==> src/verilog/light_sensor_pkg.sv <==
package light_sensor_pkg;
   // register offsets (pointer values on the serial bus)
   localparam logic [7:0] upper_threshold_offset = 8'h03;
   localparam logic [7:0] maker_identifier_offset = 8'h7e;
   localparam logic [7:0] part_identifier_offset = 8'h7f;
   // field layout of the upper threshold register
   localparam int exponent_msb = 15;
   localparam int exponent_lsb = 12;
   localparam int mantissa_msb = 11;
   localparam int mantissa_lsb = 0;
   // reset values
   localparam logic [3:0] upper_exponent_reset = 4'hb;
   localparam logic [11:0] upper_mantissa_reset = 12'hfff;
   localparam logic [15:0] upper_threshold_reset = 16'hbfff;
   // lux value width: 12-bit mantissa shifted by up to 15
   localparam int lux_width = 27;
   // bit count of one serial byte
   localparam logic [3:0] bits_per_byte = 4'h8;

   typedef enum logic [2:0] {
      st_idle = 3'b000,
      st_rx = 3'b001,
      st_ack = 3'b010,
      st_tx = 3'b011,
      st_rack = 3'b100
   } target_state_type;
endpackage : light_sensor_pkg

==> src/verilog/limit_compare_if.sv <==
interface limit_compare_if;
   logic [15:0] result_word; // measurement, true exponent
   logic [15:0] limit_word; // upper threshold register
   logic above_limit; // registered comparison answer
   modport owner (output result_word, output limit_word, input above_limit);
   modport comparer (input result_word, input limit_word, output above_limit);
endinterface : limit_compare_if

==> src/verilog/light_sensor_limit_id_regs.sv <==
// Notes on behaviour
// - exponent of upper threshold in bits 15:12, resets to b.
// - mantissa in bits 11:0, unsigned straight binary, resets to fff.
// - upper threshold at offset 03, read and write, resets to bfff.
// - upper threshold is the high limit for alert and flag logic.
// - comparison uses true result exponent regardless of mask setting.
// - maker identifier at 7e returns a fixed two-character code.
// - part identifier at 7f returns a fixed part code.
// - a new-sample pulse is offered for the alert path.
// - values compare as mantissa times two to exponent, in lux.
module light_sensor_limit_id_regs
   import light_sensor_pkg::*;
#(
   parameter logic [6:0] target_address = 7'h44, // bus address
   parameter logic [15:0] maker_code = 16'h4a4b, // arbitrary value
   parameter logic [15:0] part_code = 16'h0a51 // arbitrary value
)
(
   input wire logic ref_clk, // 200 MHz clock
   input wire logic rst_b, // asynchronous reset, active low
   input wire logic scl_in, // bus clock level
   input wire logic sda_in, // bus data level
   output logic sda_out, // bus data drive value, always low
   output logic sda_oe, // high while pulling data low
   input wire logic [15:0] result_value, // measurement, unmasked
   input wire logic sample_done, // one-cycle pulse per conversion
   output logic [15:0] upper_threshold, // limit to alert logic
   output logic above_upper, // result above upper limit
   output logic new_sample // one-cycle pulse for alert path
);
   limit_compare_if cmp_bus ();

   logic [15:0] upper_threshold_reg;
   logic scl_q_reg, sda_q_reg, scl_d_reg, sda_d_reg;
   target_state_type state_reg;
   logic [3:0] bit_cnt_reg;
   logic [7:0] shift_reg;
   logic [1:0] byte_idx_reg;
   logic rw_reg;
   logic [7:0] pointer_reg;
   logic [7:0] msb_hold_reg;
   logic [15:0] tx_reg;
   logic half_reg;
   logic nack_reg;
   logic sda_oe_reg;
   logic new_sample_reg;

   // bus line events from sampled levels
   wire logic scl_rise;
   wire logic scl_fall;
   wire logic start_seen;
   wire logic stop_seen;
   assign scl_rise = scl_q_reg & ~scl_d_reg;
   assign scl_fall = ~scl_q_reg & scl_d_reg;
   assign start_seen = scl_q_reg & scl_d_reg & sda_d_reg & ~sda_q_reg;
   assign stop_seen = scl_q_reg & scl_d_reg & ~sda_d_reg & sda_q_reg;

   // byte decode
   wire logic byte_full;
   wire logic addr_match;
   wire logic write_hit;
   wire logic [15:0] write_word;
   wire logic [15:0] read_word;
   assign byte_full = bit_cnt_reg == bits_per_byte;
   assign addr_match = shift_reg[7:1] == target_address;
   // only the threshold takes writes; identifiers stay fixed
   assign write_hit = (pointer_reg == upper_threshold_offset)
      && byte_idx_reg == 2'd3;
   assign write_word = {msb_hold_reg, shift_reg};
   // unmapped pointers read zero; they belong to other slices
   assign read_word =
      (pointer_reg == upper_threshold_offset) ? upper_threshold_reg :
      (pointer_reg == maker_identifier_offset) ? maker_code :
      (pointer_reg == part_identifier_offset) ? part_code :
      16'h0000;

   // next byte to shift out: low half from tx_reg, else fresh word
   wire logic [15:0] tx_word;
   assign tx_word = half_reg ? read_word : tx_reg;

   // comparator sees the true exponent; masking is a readback matter
   assign cmp_bus.result_word = result_value;
   assign cmp_bus.limit_word = upper_threshold_reg;

   lux_limit_compare u_compare (
      .ref_clk(ref_clk),
      .rst_b(rst_b),
      .cmp(cmp_bus)
   );

   // line sampling; inputs arrive synchronous, one stage for edges
   always_ff @(posedge ref_clk or negedge rst_b) begin
      if (!rst_b) begin
         scl_q_reg <= 1'b1;
         sda_q_reg <= 1'b1;
         scl_d_reg <= 1'b1;
         sda_d_reg <= 1'b1;
      end else begin
         scl_q_reg <= scl_in;
         sda_q_reg <= sda_in;
         scl_d_reg <= scl_q_reg;
         sda_d_reg <= sda_q_reg;
      end
   end

   // threshold register, whole word written on the low byte
   always_ff @(posedge ref_clk or negedge rst_b) begin
      if (!rst_b) begin
         upper_threshold_reg <= {upper_exponent_reset,
                                 upper_mantissa_reset};
      end else if (state_reg == st_rx && scl_fall && byte_full
                   && !rw_reg && write_hit) begin
         upper_threshold_reg <= write_word;
      end
   end

   // new-sample pulse toward the alert logic
   always_ff @(posedge ref_clk or negedge rst_b) begin
      if (!rst_b) begin
         new_sample_reg <= 1'b0;
      end else begin
         new_sample_reg <= sample_done;
      end
   end

   // serial target: start and stop win over any bit activity
   always_ff @(posedge ref_clk or negedge rst_b) begin
      if (!rst_b) begin
         state_reg <= st_idle;
         bit_cnt_reg <= 4'h0;
         shift_reg <= 8'h00;
         byte_idx_reg <= 2'd0;
         rw_reg <= 1'b0;
         pointer_reg <= 8'h00;
         msb_hold_reg <= 8'h00;
         tx_reg <= 16'h0000;
         half_reg <= 1'b0;
         nack_reg <= 1'b0;
         sda_oe_reg <= 1'b0;
      end else if (start_seen) begin
         state_reg <= st_rx;
         bit_cnt_reg <= 4'h0;
         byte_idx_reg <= 2'd0;
         sda_oe_reg <= 1'b0;
      end else if (stop_seen) begin
         state_reg <= st_idle;
         sda_oe_reg <= 1'b0;
      end else begin
         case (state_reg)
            st_rx: begin
               if (scl_rise && !byte_full) begin
                  shift_reg <= {shift_reg[6:0], sda_q_reg};
                  bit_cnt_reg <= bit_cnt_reg + 4'h1;
               end else if (scl_fall && byte_full) begin
                  bit_cnt_reg <= 4'h0;
                  if (byte_idx_reg == 2'd0) begin
                     // foreign address: stay off the bus until next start
                     state_reg <= addr_match ? st_ack : st_idle;
                     sda_oe_reg <= addr_match;
                     rw_reg <= shift_reg[0];
                     byte_idx_reg <= 2'd1;
                  end else begin
                     state_reg <= st_ack;
                     sda_oe_reg <= 1'b1;
                     if (byte_idx_reg == 2'd1) begin
                        pointer_reg <= shift_reg;
                        byte_idx_reg <= 2'd2;
                     end else if (byte_idx_reg == 2'd2) begin
                        msb_hold_reg <= shift_reg;
                        byte_idx_reg <= 2'd3;
                     end else begin
                        // further pairs rewrite the same register
                        byte_idx_reg <= 2'd2;
                     end
                  end
               end
            end
            st_ack: begin
               if (scl_fall) begin
                  bit_cnt_reg <= 4'h0;
                  if (rw_reg) begin
                     // first data bit goes out on this same fall
                     state_reg <= st_tx;
                     sda_oe_reg <= ~read_word[15];
                     tx_reg <= {read_word[14:0], 1'b0};
                     bit_cnt_reg <= 4'h1;
                     half_reg <= 1'b0;
                  end else begin
                     state_reg <= st_rx;
                     sda_oe_reg <= 1'b0;
                  end
               end
            end
            st_tx: begin
               if (scl_fall) begin
                  if (byte_full) begin
                     state_reg <= st_rack;
                     sda_oe_reg <= 1'b0;
                  end else begin
                     sda_oe_reg <= ~tx_reg[15];
                     tx_reg <= {tx_reg[14:0], 1'b0};
                     bit_cnt_reg <= bit_cnt_reg + 4'h1;
                  end
               end
            end
            st_rack: begin
               if (scl_rise) begin
                  nack_reg <= sda_q_reg;
               end else if (scl_fall) begin
                  if (nack_reg) begin
                     state_reg <= st_idle;
                  end else begin
                     state_reg <= st_tx;
                     sda_oe_reg <= ~tx_word[15];
                     tx_reg <= {tx_word[14:0], 1'b0};
                     bit_cnt_reg <= 4'h1;
                     half_reg <= ~half_reg;
                  end
               end
            end
            default: begin
               sda_oe_reg <= 1'b0;
            end
         endcase
      end
   end

   assign sda_out = 1'b0; // open drain: only ever pulls low
   assign sda_oe = sda_oe_reg;
   assign upper_threshold = upper_threshold_reg;
   assign above_upper = cmp_bus.above_limit;
   assign new_sample = new_sample_reg;
endmodule : light_sensor_limit_id_regs

==> src/verilog/lux_limit_compare.sv <==
module lux_limit_compare
   import light_sensor_pkg::*;
(
   input wire logic ref_clk, // system clock
   input wire logic rst_b, // asynchronous reset, active low
   limit_compare_if.comparer cmp // result and limit in, answer out
);
   // scales mantissa by its exponent; the common 0.01 lux factor cancels
   function automatic logic [lux_width-1:0] to_lux(input logic [15:0] w);
      logic [lux_width-1:0] m;
      m = {{(lux_width-12){1'b0}}, w[mantissa_msb:mantissa_lsb]};
      to_lux = m << w[exponent_msb:exponent_lsb];
   endfunction : to_lux

   wire logic [lux_width-1:0] result_lux;
   wire logic [lux_width-1:0] limit_lux;
   wire logic above_next;

   // both sides in lux so mixed exponents compare correctly
   assign result_lux = to_lux(cmp.result_word);
   assign limit_lux = to_lux(cmp.limit_word);
   assign above_next = result_lux > limit_lux;

   logic above_reg;
   // register the answer so the top sees a clean flop
   always_ff @(posedge ref_clk or negedge rst_b) begin
      if (!rst_b) begin
         above_reg <= 1'b0;
      end else begin
         above_reg <= above_next;
      end
   end
   assign cmp.above_limit = above_reg;
endmodule : lux_limit_compare
==> config.mk <==
export PLATFORM = sky130hd
export DESIGN_NAME = light_sensor_limit_id_regs
export DESIGN_NICKNAME = d
export VERILOG_FILES = /design/src/verilog/light_sensor_pkg.sv /design/src/verilog/limit_compare_if.sv /design/src/verilog/light_sensor_limit_id_regs.sv /design/src/verilog/lux_limit_compare.sv
export SDC_FILE = /design/constraint.sdc
export NUM_CORES = 1
export LEC_CHECK = 0
export BUFFER_PORTS_ARGS = -buffer_cell sky130_fd_sc_hd__buf_2
export CAP_MARGIN = 25
export CORE_MARGIN = 3
export CORE_UTILIZATION = 40
export CTS_CLUSTER_SIZE = 14
export DETAILED_ROUTE_END_ITERATION = 8
export PLACE_DENSITY = 0.7
export REMOVE_ABC_BUFFERS = 1
export SLEW_MARGIN = 20
export SYNTH_ARGS = -nofsm -noshare
export SYNTH_HDL_FRONTEND = slang
export SYNTH_SLANG_ARGS = --single-unit
export TNS_END_PERCENT = 1
==> constraint.sdc <==
create_clock -name ref_clk -period 2.9 [get_ports ref_clk]
set_input_delay 0.435 -clock ref_clk [delete_from_list [all_inputs] [get_ports ref_clk]]
set_output_delay 0.435 -clock ref_clk [all_outputs]
set_load 0.01 [all_outputs]
==> results of run 1 <==
cell families after synthesis:
family                     after synthesis  share of synthesized area
AOI/OAI and AO/OA                      124                      0.152
buffers and inverters                   48                     0.0401
muxes                                   98                      0.221
and+or+nand+nor                        171                      0.166
DFF                                     74                      0.350
xor gates and xnor gates                 2                    0.00327
adders and majority gates               29                     0.0676
other                                    1                   0.000699
per-stage QoR:
step / power, µW / utilization / setup TNS (ps)
floorplan: 1550 / - / -114
global placement: 1750 / 0.474 / -225
detailed placement: 1780 / 0.474 / -340
CTS: 3180 / 0.516 / -57.7
global route: 3330 / 0.525 / -264
finish: 3190 / 0.525 / -131
cell usage in the layout (no fill, tap or decap), drive strengths merged, types with 5 or more instances in the layout:
cell    synthesis  final
buf            15    110
mux2           58     58
dfrtp          55     55
nand2          54     54
nor2           41     41
o21ai          35     35
mux2i          32     32
ha             29     29
a21oi          29     29
dfstp          19     19
inv            15     15
and3           13     13
a211oi         11     11
clkbuf         17     11
nand3          10     10
nor2b           8      8
mux4            8      8
a22oi           8      8
nor3            7      7
nand4           7      7
nand3b          6      6
o31ai           6      6
o22ai           5      5
nand2b          5      5
timing repair:
action | CTS | global route
gates resized for setup | 31 | 19
pin swaps | 14 | 8
setup endpoints to repair | 1 | 1
buffers inserted | 6 | 1
where the power goes:
group          switching (µW)  leakage [µW]  internal, µW
registers                 142      0.000944          1120
clock network             424      0.000180           950
logic                     286       0.00186           270
total                     852       0.00298          2340
layer usage:
metal	up-vias	track usage	wire length, µm
met5	-	0	0
met4	0	0.0455	234
met3	27	0.0436	904
met2	177	0.298	6710
met1	2297	0.277	6380
li1	2206	-	-
worst paths after layout:
path | end | slack [ps] | depth (start not counted)
worst min register to register | sda_d_reg | 400 | 0
worst max register to register | u_compare.cmp.above_limit | -130 | 11
worst max-delay path | u_compare.cmp.above_limit | -130 | 11
max in group asynchronous | shift_reg[1] | 2060 | 1
worst min-delay path | new_sample | 200 | 1
min in group asynchronous | tx_reg[10] | 240 | 1
worst max-delay path, stage by stage (launching register included):
cell and delay [ps]:
dfstp_4 660, buf_12 120, mux2i_2 70, mux2i_1 230, mux2i_1 160, or2_2 310, ha_1 320, a21oi_2 150
o21ai_2 80, a2111o_1 450, a2111oi_4 290, nor2_1 70
layout make-up:
cell class | count | area (µm²) | share of cell area
clock inverter | 5 | 125 | 0.0185
multi-input combinational | 425 | 3480 | 0.515
clock buffer | 11 | 243 | 0.0359
sequential | 74 | 1880 | 0.278
timing repair buffer | 110 | 758 | 0.112
tap | 172 | 215 | 0.0318
inverter | 16 | 60.1 | 0.00888
==> metrics.cfg, run 1 <==
[outcome]
status = finished, violations left
violations = negative setup slack

[finish]
antenna_cells = 0
largest_reg_flops = 16
area_delta_synth_final_pct = 26.0
final_cells = 813
fillers = 1105
drive_gt1_frac = 0.396
fin_area_um2 = 6760
nNetsFinal = 686

[yosys]
synthCells = 547
synth-edff-count = 0
synth.distinct_cells = 71
syn_area_um2 = 5360
yosysMostFrequentCell = dfrtp_1
ys_warn_count = 0
synthArstFlopShare = 1.00
synth_seq_cells = 74
synth_top_area_frac = 0.257
seq_area_frac_synth = 0.350
synth.top_cells.by_count = 55 x dfrtp_1, 53 x nand2_1, 47 x mux2_2
synthFlopType = dfrtp_1
synthTopCellsByArea = dfrtp_1 26%, mux2_2 9.9%, dfstp_2 9.3%
post_synth.cell_area_avg_um2 = 9.81
synth_top_area_cell = dfrtp_1

[drt]
via_per_inst = 5.79
dr.pass1.iters = 5
wl_um = 14200
drc = 0
drt-initial-drc-count = 419
antenna_left = 0
route.vias.total = 4707
wl_per_cell_um = 17.5

[floorplanning]
die_x_um = 122
io_pins = 41
core-area_um2 = 12900
initial_core_util = 0.417
dieArea_um2 = 14800
die_h_um = 122
rows = 41

[place]
io_buffers = 39
gp_congestion = 0.913
dpl_cell_area_um2 = 6110
place_ws_ps = -340
dp_cells = 790
hpwl_um = 10200

[timing]
hold_violations = 0
drv_slew = 0
setup_viol = 1
fmax_ghz = 0.330
relSlewSlack = 0.386
rsz0062_at_grt = true
whs_ps = 204
fin_crit_sh = 1.05
tightest_slew_ps = 921
fin_crit_ps = 3030
setup_ws_ps = -131
skew_ps = 8.63

[clock_tree]
ctsHoldBuffers = 0
cts.path.max_buffers = 2
path_clk_slew_ps = 60
clk_latency_ps = 330
cts_tree = done
cts.sinks = 74
cts_buffers = 9
cts_max_level = 3
root_buffer = clkbuf_16

[power_and_ir_drop]
static-leakage-power_uw = 0.00298
p_per_area_nw_per_um2 = 472
irDropWorstVdd_mv = 0.583

[setup_path]
start_kind = flop
reg2reg_from = upper_threshold[12]
path_class = reg -> reg
crit_fanout = 4
required_ps = 3120
critPathLaunch = upper_threshold[12]
cp-end-kind = flop
arrival_ps = 3250

[global_routing]
grt.overflow.total = 0
grt_max_degree = 75
grt_usage = 0.193
antenna_found_initial = 0
grt_pass1_wl_um = 23200
grt_pass1_vias = 4560

[min_path]
holdCritStartpoint = sample_done
hp-class = in -> reg

[job]
maxCapViolCount = 0

(Power assumes the default switching activity.)
==> run 2: changes to the inputs <==
--- a/config.mk
+++ b/config.mk
@@ -5,6 +5,7 @@
 export SDC_FILE = /design/constraint.sdc
 export NUM_CORES = 1
 export LEC_CHECK = 0
+export ABC_AREA = 1
 export BUFFER_PORTS_ARGS = -buffer_cell sky130_fd_sc_hd__buf_2
 export CAP_MARGIN = 25
 export CORE_MARGIN = 3
@@ -16,5 +17,6 @@
 export SLEW_MARGIN = 20
 export SYNTH_ARGS = -nofsm -noshare
 export SYNTH_HDL_FRONTEND = slang
+export SYNTH_HIERARCHICAL = 1
 export SYNTH_SLANG_ARGS = --single-unit
 export TNS_END_PERCENT = 1
==> run 2 against run 1 <==
Compared with the run above: the flow now finishes without violations; sequential share of layout area up 1.5 points; core utilization down 7.0 points; hold slack worse by 1.5 ps; clock skew about the same.
==> metrics.cfg, run 2 <==
[finish]
antenna_cells = 0
nNetsFinal = 958
drive_gt1_frac = 0.164
seqCellArea_um2 = 1880
area_delta_synth_final_pct = 9.49
largest_reg_flops = 16
final_common_cell = nand2_1
fillers = 1467
final_cells = 1093
layout_common_cells = 378 x nand2_1, 66 x inv_1, 59 x nand3_1, 58 x o21ai_1, 55 x dfrtp_1
post-route-util = 0.455
multiInputGateArea_um2 = 3470

[yosys]
synth-edff-count = 0
synthCells = 883
ys_warn_count = 6
synthAdderAreaFrac = 0.0620
synth.distinct_cells = 44
synth_seq_cells = 74
synthSimpleGateAreaFrac = 0.406
synth_top_family_by_area = simple AND/OR/NAND/NOR gates
synthTopCellsByArea = nand2_1 24%, dfrtp_1 24%, dfstp_2 8.5%
synth_top_area_frac = 0.242
seq_area_frac_synth = 0.321
synthFlopType = dfrtp_1
synth_top_area_cell = nand2_1
post_synth.cell_area_avg_um2 = 6.63
synth.top_cells.by_count = 378 x nand2_1, 66 x inv_1, 59 x nand3_1
synthMuxAreaShare = 0.0111
synth_compound_gate_area_share = 0.112
synth_xor_area_frac = 0.00150
yosysMostFrequentCell = nand2_1
syn_area_um2 = 5850
synthArstFlopShare = 1.00

[drt]
wl_per_cell_um = 12.4
drc = 0
via_per_inst = 4.94
route.vias.total = 5396
wl_um = 13500
antenna_left = 0
drt-initial-drc-count = 339
dr.pass1.iters = 5

[global_routing]
grt.overflow.total = 0
grt_usage = 0.173
grt_max_degree = 75
antenna_found_initial = 0
grt_pass1_vias = 4852
grt_pass1_wl_um = 23200

[setup_path]
crit_fanout = 17
path_class = reg -> reg
cp-end-kind = flop
required_ps = 3120
arrival_ps = 2820
start_kind = flop

[timing]
tightest_slew_ps = 601
drv_slew = 0
fin_crit_sh = 0.897
fin_setup_tns_ps = 0
hold_violations = 0
skew_ps = 8.68
fmax_ghz = 0.384
relSlewSlack = 0.599
fin_crit_ps = 2600
rsz0062_at_grt = false
setup_viol = 0

[floorplanning]
initial_core_util = 0.415
die_x_um = 127
die_h_um = 127
dieArea_um2 = 16100
io_pins = 41
rows = 43
core-area_um2 = 14100

[min_path]
hp-class = in -> reg

[clock_tree]
postCtsSetupRepairBufs = 0
cts.sinks = 74
clk_latency_ps = 330
cts_tree = done
ctsHoldBuffers = 0
cts_max_level = 3
cts.path.max_buffers = 2
cts_buffers = 9
path_clk_slew_ps = 60
root_buffer = clkbuf_16
ctsResizeCount = 0

[power_and_ir_drop]
p_sw_frac = 0.265
power_frac_clock = 0.411
power_switching_uw = 642
cell_internal_pwr_uw = 1780
p_per_area_nw_per_um2 = 378
seq_power_share = 0.446
p_comb_frac = 0.143
finalPower_uw = 2420
static-leakage-power_uw = 0.00318
irDropWorstVdd_mv = 0.306

[place]
dp_cells = 1075
gp_congestion = 0.913
hpwl_um = 10200
io_buffers = 39

[job]
maxCapViolCount = 0

[outcome]
status = finished, final reports clean

-- run 2: path summary, 6_finish.rpt --
kind	start	end	slack, ps	cells past startpoint
worst max-delay path	upper_threshold[12]	u_compare/cmp.above_limit	300	15
worst min-delay path	scl_in	scl_q_reg	200	1
worst max register to register	upper_threshold[12]	u_compare/cmp.above_limit	300	15
worst min register to register	sda_q_reg	sda_d_reg	380	0
max in group asynchronous	rst_b	upper_threshold[11]	1750	3
min in group asynchronous	rst_b	sda_oe	520	2
-- run 2: layout make-up --
cell class | count | share of cell area
Inverter | 79 | 0.0471
Tap cell | 180 | 0.0351
Sequential cell | 74 | 0.293
Timing Repair Buffer | 46 | 0.0426
Clock buffer | 13 | 0.0391
Multi-Input combinational cell | 698 | 0.541
Clock inverter | 3 | 0.00234
-- run 2: worst max-delay path, stage by stage (launching register included) --
cell	delay (ps)
dfstp_2	730
inv_2	190
nand2_2	100
o21ai_2	60
mux2i_1	190
nand2_1	100
nand3_1	90
nand2_1	80
ha_1	300
nand2_1	70
nor2_1	130
nand4_1	110
nor2_1	150
inv_1	50
nor2_1	80
a21oi_1	40
-- run 2: routing by layer --
| layer | part of all wire | GRT usage | vias to the layer above |
|---|---|---|---|
| met1 | 0.49 | 0.239 | 2426 |
| li1 | - | - | 2867 |
| met4 | 0.011 | 0.0454 | 0 |
| met3 | 0.029 | 0.0219 | 11 |
| met5 | 0 | 0 | - |
| met2 | 0.47 | 0.286 | 92 |
-- run 2: logic make-up after synthesis --
logic type | Yosys count
buffers and inverters | 111
AND/OR/NAND/NOR | 547
multiplexers | 4
flip-flops | 74
adder cells (fa/ha/maj) | 29
other | 1
XOR/XNOR | 1
AO/OA/AOI/OAI | 116
-- run 2: power by group through the flow --
stage / Clock (µW) / Combinational [µW] / Sequential [µW]
2_1_floorplan: 0 / 234 / 1090
3_3_place_gp: 0 / 341 / 1100
3_5_place_dp: 0 / 342 / 1100
4_1_cts: 1030 / 344 / 1080
5_1_grt: 1080 / 404 / 1080
6_report: 997 / 347 / 1080
-- run 2: per-stage QoR --
step / area (µm²) / setup WS, ps / hold slack [ps]
after global routing: 6410 / 9.79 / 194
final: 6410 / 298 / 203
after global placement: 6100 / 317 / 376
after detailed placement: 6100 / 338 / 377
after CTS: 6370 / 328 / 191
after floorplan: 5640 / 639 / 139
==> run 3: changes to the inputs <==
==> constraint.sdc (replaced) <==
create_clock -name ref_clk -period 2.12 [get_ports ref_clk]
set_input_delay 0.318 -clock ref_clk [delete_from_list [all_inputs] [get_ports ref_clk]]
set_output_delay 0.318 -clock ref_clk [all_outputs]
set_load 0.01 [all_outputs]
==> run 3 against run 2 <==
Compared with the run above: the flow now finishes with violations (negative setup slack); sequential share of layout area down 2.9 points; critical path type unchanged; total power up 51%; largest cell class unchanged; cell area up 11%; via count up 5.1%; final cell count up 4.9%; largest power group is now the clock network; highest routed layer unchanged; sequential cell count unchanged; setup slack worse by 560 ps; core utilization up 5.1 points.
==> metrics.cfg, run 3 (synthesis results as in run 2) <==
[outcome]
status = finished, violations left
violations = negative setup slack

[clock_tree]
cts_max_level = 3
cts_buffers = 9
cts.path.max_buffers = 2
cts_tree = done
path_clk_slew_ps = 60
root_buffer = clkbuf_16
cts.sinks = 74
clk_latency_ps = 340

[setup_path]
cp-end-kind = flop
reg2reg_slack_ps = -260
crit_fanout = 3
path_class = reg -> reg
required_ps = 2350
path_cells = buf_6 > buf_4 > nand2_2 > and2_4 > mux2i_4 > nand2_2 > nand3_1 > nand2_1 > ha_1 > nand2_1 > nor2_2 > and2_4 > nand4_1 > nor2_2 > a21oi_2
cp_slowest_stage_delay_ps = 560
cpMaxStageDelayCell = dfstp_2
start_kind = flop
arrival_ps = 2610

[floorplanning]
core-area_um2 = 14100
io_pins = 41
die_h_um = 127
die_x_um = 127
rows = 43
initial_core_util = 0.415
dieArea_um2 = 16100

[finish]
post-route-util = 0.505
antenna_cells = 0
largest_reg_flops = 16
final_cells = 1147
fillers = 1380
final_common_cell = nand2_1
nNetsFinal = 1012
seqCellArea_um2 = 1880
drive_gt1_frac = 0.263
multiInputGateArea_um2 = 3670
layout_common_cells = 362 x nand2_1, 63 x inv_1, 56 x nand3_1, 55 x dfrtp_1, 53 x o21ai_1
area_delta_synth_final_pct = 21.7

[global_routing]
grt_pass1_vias = 5310
grt_usage = 0.182
grt_pass1_wl_um = 24400
antenna_found_initial = 0
grt.overflow.total = 0
grt_max_degree = 40

[drt]
drt-initial-drc-count = 313
wl_um = 14600
drc = 0
via_per_inst = 4.95
wl_per_cell_um = 12.7
dr.pass1.iters = 5
antenna_left = 0
route.vias.total = 5673

[timing]
rsz0062_at_grt = true
relSlewSlack = 0.652
fmax_ghz = 0.419
fin_crit_sh = 1.12
fin_crit_ps = 2380
tightest_slew_ps = 522
skew_ps = 5.47
setup_ws_ps = -265
hold_violations = 0
drv_slew = 0
setup_viol = 1

[place]
place_ws_ps = -277
hpwl_um = 11000
io_buffers = 39
dp_cells = 1124
gp_congestion = 0.924

[power_and_ir_drop]
irDropWorstVdd_mv = 0.433
p_per_area_nw_per_um2 = 514
static-leakage-power_uw = 0.00354

[min_path]
hp-class = in -> reg

[job]
maxCapViolCount = 0

## run 3: changes by cell type in the layout (fill, tap and decap cells not counted), sizes merged
cell | before | now
bufinv | 0 | 2
clkinvlp | 0 | 1
clkbuf | 13 | 11
buf | 45 | 99
clkinv | 4 | 3
## run 3: power breakdown
| group | internal (µW) | switching (µW) |
|---|---|---|
| Combinational | 211 | 334 |
| Clock | 1060 | 588 |
| Sequential | 1450 | 23.1 |
## run 3: metal layers
layer / track usage / wire length (µm) / vias up
met1: 0.237 / 6830 / 2581
met2: 0.307 / 6960 / 98
li1: - / - / 2965
met5: 0 / 0 / -
met3: 0.0274 / 453 / 29
met4: 0.0675 / 369 / 0
## run 3: worst paths after layout
kind | depth (start not counted) | endpoint | startpoint
max | 15 | u_compare/cmp.above_limit | upper_threshold[12]
max reg2reg | 15 | u_compare/cmp.above_limit | upper_threshold[12]
min | 1 | sda_q_reg | sda_in
max in group asynchronous | 3 | sda_d_reg | rst_b
min reg2reg | 0 | sda_d_reg | sda_q_reg
min in group asynchronous | 2 | nack_reg | rst_b
## run 3: final cells by class
type | instances | share of cell area
Clock buffer | 11 | 0.0341
Inverter | 79 | 0.0430
Clock inverter | 5 | 0.0109
Tap cell | 180 | 0.0316
Multi-Input combinational cell | 698 | 0.515
Sequential cell | 74 | 0.263
Timing Repair Buffer | 100 | 0.102
## run 3: stage by stage
stage | hold WS (ps) | area (µm²) | total power, µW | TNS [ps]
after floorplan | 22.4 | 5640 | 1820 | -141
after global placement | 328 | 6520 | 1990 | -251
after detailed placement | 329 | 6520 | 2000 | -277
after CTS | 66.4 | 6930 | 3670 | -198
after global routing | 68.5 | 7120 | 3830 | -854
final | 73.0 | 7120 | 3660 | -265
## run 3: what timing repair did
item                                    CTS  global route
pin swaps                                 9            24
endpoints found under the hold margin    21             0
buffers inserted                          4             2
endpoints found under the setup margin    1            16
resized for setup                        16            44
hold buffers                              1             0
gates cloned                              0             0
## run 3: worst max-delay path: cells and delay by family, from the launching register on
kind | cells | cell delay, ps
AND/OR/NAND/NOR | 10 | 980
flip-flops | 1 | 560
adder cells (fa/ha/maj) | 1 | 270
buffers and inverters | 2 | 230
multiplexers | 1 | 170
AO/OA/AOI/OAI | 1 | 40
